===== src/sacp_pkg.sv =====
// Shared constants and state types for the serial ASCII command parser.
package sacp_pkg;

  // Clock and serial framing: 8 data bits, no parity, one stop bit.
  localparam int unsigned CLK_HZ      = 10_000_000;
  localparam int unsigned BAUD_RATE   = 9600;
  localparam int unsigned BIT_CYCLES  = (CLK_HZ + BAUD_RATE / 2) / BAUD_RATE;
  localparam int unsigned HALF_CYCLES = BIT_CYCLES / 2;
  localparam int unsigned DATA_BITS   = 8;
  localparam int unsigned FRAME_BITS  = 10;
  localparam int unsigned CNT_W       = 16;

  // Characters the parser and the response formatter care about.
  localparam logic [7:0] CH_CR    = 8'h0D;
  localparam logic [7:0] CH_COMMA = 8'h2C;
  localparam logic [7:0] CH_ZERO  = 8'h30;
  localparam logic [7:0] CH_NINE  = 8'h39;
  localparam logic [7:0] CH_LO_A  = 8'h61;
  localparam logic [7:0] CH_LO_Z  = 8'h7A;
  localparam logic [7:0] CH_UP_A  = 8'h41;
  localparam logic [7:0] CH_UP_Z  = 8'h5A;

  // Identifier and codes of the responses the parser makes on its own.
  localparam logic [7:0]  ERR_IDENT = 8'h3F;
  localparam logic [31:0] ERR_CODE  = 32'h0000_0001;
  localparam logic [31:0] WARN_CODE = 32'h0000_0002;

  // Argument width and decimal digits of a 32-bit response value.
  localparam int unsigned ARG_W_DEF  = 32;
  localparam logic [3:0]  TOP_DIGIT  = 4'h9;
  localparam logic [2:0]  FLD_IDENT  = 3'h0;
  localparam logic [2:0]  FLD_CR     = 3'h6;
  localparam logic [2:0]  FLD_DONE   = 3'h7;

  // Parse phase of the current line.
  typedef enum logic [3:0] {
    PH_SEEK = 4'b0001,
    PH_ARG1 = 4'b0010,
    PH_ARG2 = 4'b0100,
    PH_ARG3 = 4'b1000
  } sacp_phase_t;

  // Response formatter states.
  typedef enum logic [4:0] {
    TX_IDLE  = 5'b00001,
    TX_WAIT  = 5'b00010,
    TX_FIELD = 5'b00100,
    TX_DIGIT = 5'b01000,
    TX_PUT   = 5'b10000
  } sacp_tx_t;

  // Receiver states.
  typedef enum logic [3:0] {
    RX_IDLE  = 4'b0001,
    RX_START = 4'b0010,
    RX_DATA  = 4'b0100,
    RX_STOP  = 4'b1000
  } sacp_rx_t;

endpackage


===== src/sacp_parser.sv =====
// Serial ASCII command line parser with response formatter.
`timescale 1ns/1ns
`default_nettype none
module sacp_parser #(
  parameter int unsigned ARG_W   = sacp_pkg::ARG_W_DEF,
  parameter int unsigned BIT_CYC = sacp_pkg::BIT_CYCLES
) (
  // Clock and reset.
  input  wire logic             clk,
  input  wire logic             rst_b,
  // Serial link pins.
  input  wire logic             rx_pin,
  output logic                  tx_pin,
  // Parsed command to the command logic.
  output logic                  cmd_valid,
  output logic [7:0]            cmd_letter,
  output logic [ARG_W-1:0]      first_numeric_arg,
  output logic [ARG_W-1:0]      second_numeric_arg,
  output logic [ARG_W-1:0]      third_numeric_arg,
  output logic [2:0]            arg_present,
  // Response from the command logic.
  input  wire logic             resp_valid,
  input  wire logic [7:0]       response_ident,
  input  wire logic [31:0]      resp_first,
  input  wire logic [31:0]      resp_second,
  input  wire logic [31:0]      resp_code,
  output logic                  resp_ready,
  // Operation trigger and frozen parameters.
  input  wire logic             op_trigger,
  output logic [ARG_W-1:0]      active_first_arg,
  output logic [ARG_W-1:0]      active_second_arg
);
  import sacp_pkg::*;

  // Accumulator must fit a 32-bit response; a bit period must fit the counters.
  if (ARG_W < 17 || ARG_W > 32 || BIT_CYC < 8 || BIT_CYC >= 2**CNT_W) begin : g_bad_width
    $error("ARG_W must lie in 17..32 and BIT_CYC in 8..65535");
  end

  // Receiver and transmitter links.
  logic                         rx_valid;
  logic [7:0]                   rx_data;
  logic                         tx_valid;
  logic                         tx_ready;
  logic [7:0]                   tx_char;

  // Parse state of the current line.
  sacp_phase_t                  phase;
  logic [7:0]                   letter;
  logic                         any_char;
  logic                         bad_char;
  logic                         second_letter;
  logic [ARG_W-1:0]             acc [3];
  logic [2:0]                   present;

  // Character classes of the received byte.
  logic                         is_cr;
  logic                         is_digit;
  logic                         is_comma;
  logic                         is_alpha;
  logic                         take;
  logic                         eol;
  logic                         lone_cr;
  logic                         good_letter;
  logic                         line_error;
  logic                         line_warn;
  logic                         line_ok;
  logic [ARG_W-1:0]             digit_acc [3];

  // Formatter state.
  sacp_tx_t                     tx_state;
  logic [2:0]                   field;
  logic [7:0]                   r_ident;
  logic [31:0]                  r_val [3];
  logic [31:0]                  rem;
  logic [3:0]                   pos;
  logic [3:0]                   dig;
  logic                         started;
  logic                         ret_digit;
  logic [31:0]                  pow_now;

  // Staged parameters from the latest accepted command.
  logic [ARG_W-1:0]             staged_first;
  logic [ARG_W-1:0]             staged_second;

  // Powers of ten for the decimal digits of a response value.
  function automatic logic [31:0] pow10(input logic [3:0] p);
    logic [31:0] v;
    v = 32'h0000_0001;
    for (int i = 0; i < 9; i++) begin
      if (4'(i) < p) v = (v << 3) + (v << 1);
    end
    return v;
  endfunction

  // Appends one decimal digit to an unsigned accumulator.
  function automatic logic [ARG_W-1:0] add_digit(input logic [ARG_W-1:0] a,
                                                input logic [7:0]       c);
    logic [ARG_W+3:0] w;
    w = ({4'h0, a} << 3) + ({4'h0, a} << 1) + (ARG_W+4)'(c - CH_ZERO);
    return w[ARG_W-1:0];
  endfunction

  sacp_uart_rx #(.BIT_CYC(BIT_CYC)) u_rx (
    .clk        (clk),
    .rst_b      (rst_b),
    .rx_pin     (rx_pin),
    .byte_valid (rx_valid),
    .byte_data  (rx_data)
  );

  sacp_uart_tx #(.BIT_CYC(BIT_CYC)) u_tx (
    .clk        (clk),
    .rst_b      (rst_b),
    .in_valid   (tx_valid),
    .in_data    (tx_char),
    .in_ready   (tx_ready),
    .tx_pin     (tx_pin)
  );

  // Classify the received byte; bytes arriving during a response are dropped.
  assign is_cr    = (rx_data == CH_CR);
  assign is_digit = (rx_data >= CH_ZERO) && (rx_data <= CH_NINE);
  assign is_comma = (rx_data == CH_COMMA);
  assign is_alpha = ((rx_data >= CH_LO_A) && (rx_data <= CH_LO_Z)) ||
                    ((rx_data >= CH_UP_A) && (rx_data <= CH_UP_Z));
  assign take     = rx_valid && (tx_state == TX_IDLE);
  assign eol      = take && is_cr;

  // Outcome of a completed line.
  assign lone_cr     = !any_char;
  assign good_letter = (phase != PH_SEEK) &&
                       (letter >= CH_LO_A) && (letter <= CH_LO_Z);
  assign line_error  = !lone_cr && (!good_letter || (bad_char && !second_letter));
  assign line_warn   = !lone_cr && good_letter && second_letter;
  assign line_ok     = !lone_cr && good_letter && !second_letter && !bad_char;

  // Digit accumulation for each argument slot.
  always_comb begin
    for (int i = 0; i < 3; i++) begin
      digit_acc[i] = add_digit(acc[i], rx_data);
    end
  end

  // Line parser; a carriage return resets it for the next line.
  always_ff @(posedge clk) begin
    if (!rst_b) begin
      phase         <= PH_SEEK;
      letter        <= 8'h00;
      any_char      <= 1'b0;
      bad_char      <= 1'b0;
      second_letter <= 1'b0;
      present       <= 3'h0;
      for (int i = 0; i < 3; i++) acc[i] <= '0;
    end else if (eol) begin
      phase         <= PH_SEEK;
      any_char      <= 1'b0;
      bad_char      <= 1'b0;
      second_letter <= 1'b0;
      present       <= 3'h0;
      for (int i = 0; i < 3; i++) acc[i] <= '0;
    end else if (take) begin
      any_char <= 1'b1;
      unique case (phase)
        PH_SEEK: begin
          // Anything before the first letter is discarded.
          if (is_alpha) begin
            letter <= rx_data;
            phase  <= PH_ARG1;
          end
        end
        PH_ARG1: begin
          if (is_alpha) second_letter <= 1'b1;
          else if (is_digit) begin
            acc[0]     <= digit_acc[0];
            present[0] <= 1'b1;
          end else if (is_comma) begin
            present[0] <= 1'b1;
            phase      <= PH_ARG2;
          end else bad_char <= 1'b1;
        end
        PH_ARG2: begin
          if (is_alpha) second_letter <= 1'b1;
          else if (is_digit) begin
            acc[1]     <= digit_acc[1];
            present[1] <= 1'b1;
          end else if (is_comma) begin
            present[1] <= 1'b1;
            phase      <= PH_ARG3;
          end else bad_char <= 1'b1;
        end
        PH_ARG3: begin
          if (is_alpha) second_letter <= 1'b1;
          else if (is_digit) begin
            acc[2]     <= digit_acc[2];
            present[2] <= 1'b1;
          end else bad_char <= 1'b1;
        end
      endcase
    end
  end

  // Hand a clean line to the command logic as a one-cycle pulse.
  always_ff @(posedge clk) begin
    if (!rst_b) begin
      cmd_valid          <= 1'b0;
      cmd_letter         <= 8'h00;
      first_numeric_arg  <= '0;
      second_numeric_arg <= '0;
      third_numeric_arg  <= '0;
      arg_present        <= 3'h0;
    end else begin
      cmd_valid <= eol && line_ok;
      if (eol && line_ok) begin
        cmd_letter         <= letter;
        first_numeric_arg  <= acc[0];
        second_numeric_arg <= acc[1];
        third_numeric_arg  <= acc[2];
        arg_present        <= present;
      end
    end
  end

  // Staged values follow accepted commands; active values move only on a trigger.
  always_ff @(posedge clk) begin
    if (!rst_b) begin
      staged_first      <= '0;
      staged_second     <= '0;
      active_first_arg  <= '0;
      active_second_arg <= '0;
    end else begin
      if (cmd_valid) begin
        staged_first  <= first_numeric_arg;
        staged_second <= second_numeric_arg;
      end
      if (op_trigger) begin
        active_first_arg  <= staged_first;
        active_second_arg <= staged_second;
      end
    end
  end

  // Handshakes of the formatter.
  assign resp_ready = (tx_state == TX_WAIT);
  assign tx_valid   = (tx_state == TX_PUT);
  assign pow_now    = pow10(pos);

  // Response formatter: ident, value, comma, value, comma, code, CR.
  always_ff @(posedge clk) begin
    if (!rst_b) begin
      tx_state  <= TX_IDLE;
      field     <= FLD_IDENT;
      r_ident   <= 8'h00;
      for (int i = 0; i < 3; i++) r_val[i] <= 32'h0000_0000;
      rem       <= 32'h0000_0000;
      pos       <= 4'h0;
      dig       <= 4'h0;
      started   <= 1'b0;
      ret_digit <= 1'b0;
      tx_char   <= 8'h00;
    end else begin
      unique case (tx_state)
        TX_IDLE: begin
          // Nothing leaves the device except as the answer to a full line.
          if (eol) begin
            for (int i = 0; i < 3; i++) r_val[i] <= 32'h0000_0000;
            if (lone_cr) begin
              field    <= FLD_CR;
              tx_state <= TX_FIELD;
            end else if (line_ok) begin
              tx_state <= TX_WAIT;
            end else begin
              field    <= FLD_IDENT;
              r_ident  <= line_error ? ERR_IDENT : letter;
              r_val[2] <= line_warn ? WARN_CODE : ERR_CODE;
              tx_state <= TX_FIELD;
            end
          end
        end
        TX_WAIT: begin
          if (resp_valid) begin
            field    <= FLD_IDENT;
            r_ident  <= response_ident;
            r_val[0] <= resp_first;
            r_val[1] <= resp_second;
            r_val[2] <= resp_code;
            tx_state <= TX_FIELD;
          end
        end
        TX_FIELD: begin
          ret_digit <= 1'b0;
          unique case (field)
            FLD_IDENT: begin
              tx_char  <= r_ident;
              field    <= field + 1'b1;
              tx_state <= TX_PUT;
            end
            3'h1, 3'h3, 3'h5: begin
              rem      <= r_val[field[2:1]];
              pos      <= TOP_DIGIT;
              dig      <= 4'h0;
              started  <= 1'b0;
              tx_state <= TX_DIGIT;
            end
            3'h2, 3'h4: begin
              tx_char  <= CH_COMMA;
              field    <= field + 1'b1;
              tx_state <= TX_PUT;
            end
            FLD_CR: begin
              tx_char  <= CH_CR;
              field    <= FLD_DONE;
              tx_state <= TX_PUT;
            end
            FLD_DONE: tx_state <= TX_IDLE;
          endcase
        end
        TX_DIGIT: begin
          // Count subtractions of the current power, then emit the digit.
          if (rem >= pow_now) begin
            rem <= rem - pow_now;
            dig <= dig + 1'b1;
          end else begin
            dig <= 4'h0;
            if (pos == 4'h0) begin
              field     <= field + 1'b1;
              ret_digit <= 1'b0;
            end else begin
              pos       <= pos - 1'b1;
              ret_digit <= 1'b1;
            end
            if (dig != 4'h0 || started || pos == 4'h0) begin
              tx_char  <= CH_ZERO + {4'h0, dig};
              started  <= 1'b1;
              tx_state <= TX_PUT;
            end
          end
        end
        TX_PUT: begin
          if (tx_ready) tx_state <= ret_digit ? TX_DIGIT : TX_FIELD;
        end
      endcase
    end
  end
endmodule // sacp_parser
`default_nettype wire


===== src/sacp_uart_rx.sv =====
// Asynchronous serial receiver, one byte per frame.
`timescale 1ns/1ns
`default_nettype none
module sacp_uart_rx #(
  // Clock cycles per serial bit.
  parameter int unsigned BIT_CYC = sacp_pkg::BIT_CYCLES
) (
  // Clock and reset.
  input  wire logic       clk,
  input  wire logic       rst_b,
  // Serial data pin from the host.
  input  wire logic       rx_pin,
  // Received byte.
  output logic            byte_valid,
  output logic [7:0]      byte_data
);
  import sacp_pkg::*;

  logic                   sync1;
  logic                   sync2;
  sacp_rx_t               state;
  logic [CNT_W-1:0]       cnt;
  logic [2:0]             bitn;
  logic [7:0]             shreg;

  // Two-stage synchroniser on the pin.
  always_ff @(posedge clk) begin
    if (!rst_b) begin
      sync1 <= 1'b1;
      sync2 <= 1'b1;
    end else begin
      sync1 <= rx_pin;
      sync2 <= sync1;
    end
  end

  // Frame sampler at mid-bit; a bad start or stop bit drops the frame.
  always_ff @(posedge clk) begin
    if (!rst_b) begin
      state      <= RX_IDLE;
      cnt        <= '0;
      bitn       <= 3'h0;
      shreg      <= 8'h00;
      byte_valid <= 1'b0;
      byte_data  <= 8'h00;
    end else begin
      byte_valid <= 1'b0;
      unique case (state)
        RX_IDLE: begin
          cnt <= '0;
          if (!sync2) state <= RX_START;
        end
        RX_START: begin
          if (cnt == CNT_W'(BIT_CYC / 2 - 1)) begin
            cnt   <= '0;
            bitn  <= 3'h0;
            state <= sync2 ? RX_IDLE : RX_DATA;
          end else cnt <= cnt + 1'b1;
        end
        RX_DATA: begin
          if (cnt == CNT_W'(BIT_CYC - 1)) begin
            cnt   <= '0;
            shreg <= {sync2, shreg[7:1]};
            bitn  <= bitn + 1'b1;
            if (bitn == 3'(DATA_BITS - 1)) state <= RX_STOP;
          end else cnt <= cnt + 1'b1;
        end
        RX_STOP: begin
          if (cnt == CNT_W'(BIT_CYC - 1)) begin
            byte_valid <= sync2;
            byte_data  <= shreg;
            state      <= RX_IDLE;
          end else cnt <= cnt + 1'b1;
        end
      endcase
    end
  end
endmodule // sacp_uart_rx
`default_nettype wire


===== src/sacp_uart_tx.sv =====
// Asynchronous serial transmitter, one byte per frame.
`timescale 1ns/1ns
`default_nettype none
module sacp_uart_tx #(
  // Clock cycles per serial bit.
  parameter int unsigned BIT_CYC = sacp_pkg::BIT_CYCLES
) (
  // Clock and reset.
  input  wire logic       clk,
  input  wire logic       rst_b,
  // Byte to send.
  input  wire logic       in_valid,
  input  wire logic [7:0] in_data,
  output logic            in_ready,
  // Serial data pin to the host.
  output logic            tx_pin
);
  import sacp_pkg::*;

  logic [8:0]             shreg;
  logic [3:0]             bits_left;
  logic [CNT_W-1:0]       cnt;

  // Ready only once the previous stop bit has fully gone out.
  assign in_ready = (bits_left == 4'h0);

  // Start bit, eight data bits LSB first, one stop bit, no parity.
  always_ff @(posedge clk) begin
    if (!rst_b) begin
      shreg     <= 9'h1FF;
      bits_left <= 4'h0;
      cnt       <= '0;
      tx_pin    <= 1'b1;
    end else if (in_ready) begin
      cnt <= '0;
      if (in_valid) begin
        shreg     <= {1'b1, in_data};
        bits_left <= 4'(FRAME_BITS);
        tx_pin    <= 1'b0;
      end
    end else if (cnt == CNT_W'(BIT_CYC - 1)) begin
      cnt       <= '0;
      bits_left <= bits_left - 1'b1;
      tx_pin    <= (bits_left == 4'h1) ? 1'b1 : shreg[0];
      shreg     <= {1'b1, shreg[8:1]};
    end else begin
      cnt <= cnt + 1'b1;
    end
  end
endmodule // sacp_uart_tx
`default_nettype wire


===== config.mk =====
export PLATFORM = sky130hd
export DESIGN_NAME = sacp_parser
export DESIGN_NICKNAME = d
export VERILOG_FILES = /design/src/sacp_pkg.sv /design/src/sacp_parser.sv /design/src/sacp_uart_rx.sv /design/src/sacp_uart_tx.sv
export SDC_FILE = /design/constraint.sdc
export NUM_CORES = 2
export LEC_CHECK = 0
export ABC_CLOCK_PERIOD_IN_PS = 21000
export BUFFER_PORTS_ARGS = -buffer_cell sky130_fd_sc_hd__clkbuf_2
export CORE_MARGIN = 2
export CORE_UTILIZATION = 48
export CTS_BUF_LIST = sky130_fd_sc_hd__clkbuf_4 sky130_fd_sc_hd__clkbuf_8
export DETAILED_ROUTE_END_ITERATION = 6
export GPL_TIMING_DRIVEN = 0
export PLACE_DENSITY_LB_ADDON = 0.25
export SYNTH_ARGS = -nofsm -noshare
export SYNTH_HDL_FRONTEND = slang
export SYNTH_SLANG_ARGS = --single-unit

===== constraint.sdc =====
create_clock -name clk -period 21 [get_ports clk]
set_input_delay 0 -clock clk [delete_from_list [all_inputs] [get_ports clk]]
set_output_delay 0 -clock clk [all_outputs]
set_load 0.01 [all_outputs]

Word-level counts from Yosys, hierarchy flattened
Memories as Yosys holds them, arrays and structs flattened. A register that Yosys moved wholly into a read port is not among the register bits.
Index checks and enable logic that the tools add are counted.

storage, ports and cells
  memories kept = 2
  logic and storage cells = 367
  bits in writable memories = 192
  register bits = 392
  output and inout port bits = 174

operators by class
  bitwise gates (word level) = 16
  $lt $le $gt $ge = 18
  add/sub/neg operators = 24
  reductions and logical operators = 63
  multiplexer cells = 144
  equal/unequal tests = 61

memories
  name   words  bits a word  read ports  clocked after Yosys merged registers in  write ports  RTL line           text
  acc    3      32           3           0                                        3            sacp_parser.sv:53  logic [ARG_W-1:0] acc [3];
  r_val  3      32           1           1                                        3            sacp_parser.sv:74  logic [31:0] r_val [3];

operators by type and width
  operator                                                            number
  2-to-1 mux 32 bit                                                   23
  adder 32 bit                                                        14
  2-to-1 mux 4 bit                                                    22
  case mux 16 bit (4 select lines)                                    1
  case mux 32 bit (2 select lines)                                    1
  2-to-1 mux 8 bit                                                    7
  2-to-1 mux 1 bit                                                    50
  inequality test 2 bit (second input constant)                       25
  2-to-1 mux 16 bit                                                   3
  2-to-1 mux 3 bit                                                    11
  adder 16 x 1 -> 16 bit (second input constant)                      2
  equality test 16 x 11 -> 1 bit (second input constant)              2
  greater-or-equal comparator 32 bit                                  1
  case mux 8 bit (2 select lines)                                     2
  subtractor 32 bit                                                   1
  AND reduction 4 bit                                                 7
  2-to-1 mux 9 bit                                                    3
  2-to-1 mux 5 bit                                                    5
  case mux 5 bit (5 select lines)                                     1
  greater-or-equal comparator 8 x 7 -> 1 bit (second input constant)  3
  <= comparator 8 x 7 -> 1 bit (second input constant)                3
  case mux 8 bit (3 select lines)                                     1
  equality test 16 x 10 -> 1 bit (second input constant)              1
  less-than comparator 3 x 4 -> 1 bit (first input constant)          4
  54 further kinds                                                    133

Depth between registers and ports, before layout
  depth after elaboration = 23
  depth in mapped cells = 68
  mapped depth without buffers = 66

Cells and area by module
A second synthesis with hierarchy kept.

second synthesis, totals
  cell total of the unflattened synthesis = 4117
  area, all modules = 37760.0 um^2

by module, submodules not included
  module        area each (um^2)  seq. area each (um^2)  cells each  instances
  sacp_parser   34380.5           12211.7                3747        1
  sacp_uart_rx  2013.2            840.8                  217         1
  sacp_uart_tx  1366.3            580.6                  153         1

Worst setup path after synthesis
OpenSTA, ideal clock, no wires.

  path kind = flip-flop to flip-flop
  from = register pos[3]
  to = register field[0]
  setup time = 0.091 ns
  slack = 8.258 ns
  stages on the path, launching flop included = 63
  data required time = 20.909 ns
  path buffers = 3
  arrival time = 12.651 ns
  cells stage by stage = dfxtp_1 or2_1 clkbuf_1 clkbuf_1 nor2_1 inv_1 ha_1 o31a_1 or2_2 ha_1 fa_1 a21o_1 a21oi_1 xor2_1 a21boi_0 ha_1 nor2_1 nor2_1 (+27 left out) o21ai_0 ha_1 and3_1 a211o_1 a21o_1 a21o_1 xor2_1 a22oi_1 ha_1 clkbuf_1 a21o_1 a211oi_1 nand2_1 o21ai_1 nor2_1 nor2_1 a21oi_1 a311oi_1

between the ends
  word-level cells in the longest chain between the ends = 21
  elaborated cells on any way between the ends = 31
  classes of those cells = 8 x add/sub; 10 x order compare; 2 x eq/ne; 9 x mux; 2 x reduce/logical

RTL lines
  what                                    RTL line            text
  from (decl)                             sacp_parser.sv:76   logic [3:0] pos;
  from (signal assigned)                  sacp_parser.sv:329  pos <= pos - 1'b1;
  less-than comparator 1 x 4 -> 1 bit     sacp_parser.sv:91   if (4'(i) < p) v = (v << 3) + (v << 1);
  2-to-1 mux 4 bit                        sacp_parser.sv:91
  adder 32 bit                            sacp_parser.sv:91
  2-to-1 mux 32 bit                       sacp_parser.sv:91
  adder 32 bit                            sacp_parser.sv:91
  2-to-1 mux 32 bit                       sacp_parser.sv:91
  adder 32 bit                            sacp_parser.sv:91
  2-to-1 mux 32 bit                       sacp_parser.sv:91
  (+5 left out)                           n/a
  2-to-1 mux 32 bit                       sacp_parser.sv:91
  adder 32 bit                            sacp_parser.sv:91
  2-to-1 mux 32 bit                       sacp_parser.sv:91
  adder 32 bit                            sacp_parser.sv:91
  2-to-1 mux 32 bit                       sacp_parser.sv:91
  greater-or-equal comparator 32 bit      sacp_parser.sv:320  if (rem >= pow_now) begin
  inequality test 2 bit (no source line)  n/a
  AND reduction 7 bit (no source line) *  n/a
  to (signal assigned)                    sacp_parser.sv:295  field <= field + 1'b1;
  to (signal assigned)                    sacp_parser.sv:307  field <= field + 1'b1;
  to (signal assigned)                    sacp_parser.sv:326  field <= field + 1'b1;
  to (decl)                               sacp_parser.sv:72   logic [2:0] field;

Mark *: on every way between the ends. The rest lies on a longest branch, timed or not.
A chain may end at the register's enable or synchronous reset.

==> results.toml <==
[clock_network]
clock_latency_ns = 0.74
cts_setup_buffers = 0
htreeDepth = 3
cts.sinks = 585
cts_buffer_depth = 3
cts-buffers-inserted = 93
root_buffer = "clkbuf_8"
cts_tree = "built"
clk_pin_slew_ns = 0.06

[worst_setup_path]
path_common_cell = "ha_1"
critPathSlowestCell = "a222oi_1"
path_delay_family = "compound AO/OA/AOI/OAI gates"
worst_path_largest_cell_delay_ns = 0.74
cp.required_ns = 21.58
worstSetupEndpointType = "flop"
reg2reg_depth = 58
path_class = "reg -> reg"
crit_cells = 58
worst_ep_arrival_time_ns = 16.26
startpoint_type = "flop"
critical_path.max_fanout = 10
critPathBufInv = 7

[synthesis]
synthTopCellsByCount = "551 x nor2_1, 456 x nand2_1, 393 x dfxtp_1"
syn-num-nets = 4605
synthMuxAreaShare = 0.0564
synth_area_leader_cell = "dfxtp_1"
synth_compound_area_frac = 0.159
synth-xor-area-share = 0.0519
yosysMostFrequentCell = "nor2_1"
synth-edff-count = 192
synth_adder_area_share = 0.141
synthSimpleGateAreaFrac = 0.188
yosysSeqAreaShare = 0.370
syn_avg_cell_area_um2 = 8.89
synthTopCellsByArea = "dfxtp_1 21%, edfxtp_1 16%, ha_1 9.0%"
async_reset_ff_frac = 0
yosysWarningCount = 0
syn_area_um2 = 36800
ys_seq_elements = 585
synth_ff_type = "dfxtp_1"
ys_types = 93
synth_top_area_frac = 0.214
synth_top_family_by_area = "simple AND/OR/NAND/NOR gates"
syn_inst = 4137

[sta]
clock.fmax_mhz = 63.8
finalSetupTns_ns = 0
worst-slew-pin-transition_ns = 1.23
setup_ws_ns = 5.32
finalCriticalPeriod_ns = 15.68
rsz0062_at_grt = "false"
clock_skew_ns = 0.0516
period_share = 0.747
hold_viol = 0
setup_viol = 0
drv_slew = 0
relSlewSlack = 0.176

[worst_hold_path]
whs_path_depth = 3
min_path_type = "in -> reg"

[global_routing]
overflow = 0
grt_pass1_wl_um = 160000
track_usage = 0.252
grt_max_degree = 65
antenna_found_initial = 15
grt_pass1_vias = 30300

[floorplanning]
core_um2 = 75900
rows = 101
dieHeight_um = 281
ios = 283
die_w_um = 281
start_util = 0.485
dieArea_um2 = 78900

[pwr]
power.density_nw_per_um2 = 61.9
internal_power_mw = 1.94
p_sw_mw = 0.721
seq_power_share = 0.456
p_sw_frac = 0.271
p_clk_frac = 0.400
totalPowerFinal_mw = 2.66
ir_worst_vdd_mv = 0.0413
leakagePower_nw = 17.8
p_comb_frac = 0.144

[final_layout]
postLayoutCellArea_um2 = 42900
drive_above_1_share = 0.113
syn2layout_area_growth_pct = 16.7
layout.nets = 5106

[routing]
remaining_drc_errors = 0
ant_nets = 0
routed_wl_um = 102000
dr_total_vias = 31600
route.detailed.wl_per_inst_um = 17.7
drt_iter0_drc = 2036
first_pass_iters = 5
via_per_inst = 5.49

[placed_design]
portBuffers = 281
gp_congestion = 0.904
placed_cell_area_um2 = 39700
hpwl_um = 76400
post-place-ws_ns = 5.59

[flow_run]
cap_viol_max_count = 0

[status]
outcome = "completed"
final timing paths:
path | startpoint | endpoint | slack (ns)
max | pos[2] | flop | 5.32
min | resp_code[29] | r_val[2][29] | 0.12
max reg2reg | pos[2] | flop | 5.32
min reg2reg | u_rx.sync1 | u_rx.sync2 | 0.42
layout by cell type, fill, tap and decap left out, drive strengths merged, types with 20 or more instances in the layout:
| cell | n |
|---|---|
| clkbuf | 580 |
| nor2 | 551 |
| nand2 | 456 |
| dfxtp | 393 |
| a21oi | 383 |
| ha | 264 |
| edfxtp | 192 |
| mux2i | 189 |
| inv | 162 |
| o21ai | 161 |
| and2 | 134 |
| xnor2 | 121 |
| dlygate4sd3 | 113 |
| xor2 | 97 |
| fa | 95 |
| a21o | 79 |
| nand3 | 76 |
| nor3 | 63 |
| a211oi | 55 |
| and3 | 38 |
| o21a | 36 |
| o21bai | 36 |
| nand2b | 36 |
| buf | 31 |
| nor2b | 27 |
| or3 | 25 |
| nand4 | 24 |
| a31oi | 23 |
| nor4 | 20 |
layer usage:
layer	vias to the layer above	track usage	wire length (um)
met3	245	0.0483	6110
li1	15600	-	-
met1	14900	0.343	46600
met2	857	0.394	45700
met4	8	0.0990	3500
met5	-	0	49
per-stage QoR:
step	std cells	util	hold slack, ns
2_1_floorplan	4137	-	0.101
3_3_place_gp	5448	0.520	0.189
3_5_place_dp	5460	0.523	0.196
4_1_cts	5744	0.565	0.0644
5_1_grt	5755	0.565	0.110
6_report	5759	0.565	0.115
cell families after synthesis:
| group | Yosys count |
|---|---|
| flip-flops | 585 |
| multiplexers | 205 |
| XOR/XNOR | 218 |
| buffers and inverters | 321 |
| adder cells (fa/ha/maj) | 359 |
| AO/OA/AOI/OAI | 931 |
| AND/OR/NAND/NOR | 1518 |
registers in the layout, summed over array words and instances, names as in the netlist, 16 cells and up, named ones only:
signal / cells
staged_second: 32
r_val: 96
u_rx.cnt: 16
u_tx.cnt: 16
acc: 96
first_numeric_arg: 32
active_second_arg: 32
rem: 32
staged_first: 32
second_numeric_arg: 32
third_numeric_arg: 32
active_first_arg: 32
cell type report:
| type | instances | area, um2 |
|---|---|---|
| timing repair buffer | 406 | 2710 |
| fill | 6787 | 33000 |
| sequential | 585 | 13600 |
| multi-input combinational | 3231 | 22000 |
| clock buffer | 151 | 1880 |
| clock inverter | 20 | 173 |
| antenna | 15 | 37.5 |
| tap | 1030 | 1290 |
| buffer | 167 | 642 |
| inverter | 154 | 578 |
worst register-to-register path: cells and delay by family, from the launching register on:
family | cells | cell delay (ns)
DFF | 1 | 0.45
muxes | 1 | 0.55
buffers and inverters | 7 | 1.55
xor gates and xnor gates | 4 | 0.73
AOI/OAI and AO/OA | 26 | 7.49
and+or+nand+nor | 12 | 2.12
adders and majority gates | 8 | 2.70
what timing repair did:
action	CTS	global route
resized for setup	0	0
endpoints found under the hold margin	118	0
hold buffers	113	0
power by group through the flow:
stage,Sequential (mW),Combinational (mW),Clock [mW]
6_report,1.21,0.382,1.06
5_1_grt,1.21,0.428,1.13
4_1_cts,1.21,0.378,1.08
3_5_place_dp,1.23,0.357,0
3_3_place_gp,1.24,0.352,0
2_1_floorplan,1.23,0.276,0
Note: power is estimated with default switching activity, not from simulation.
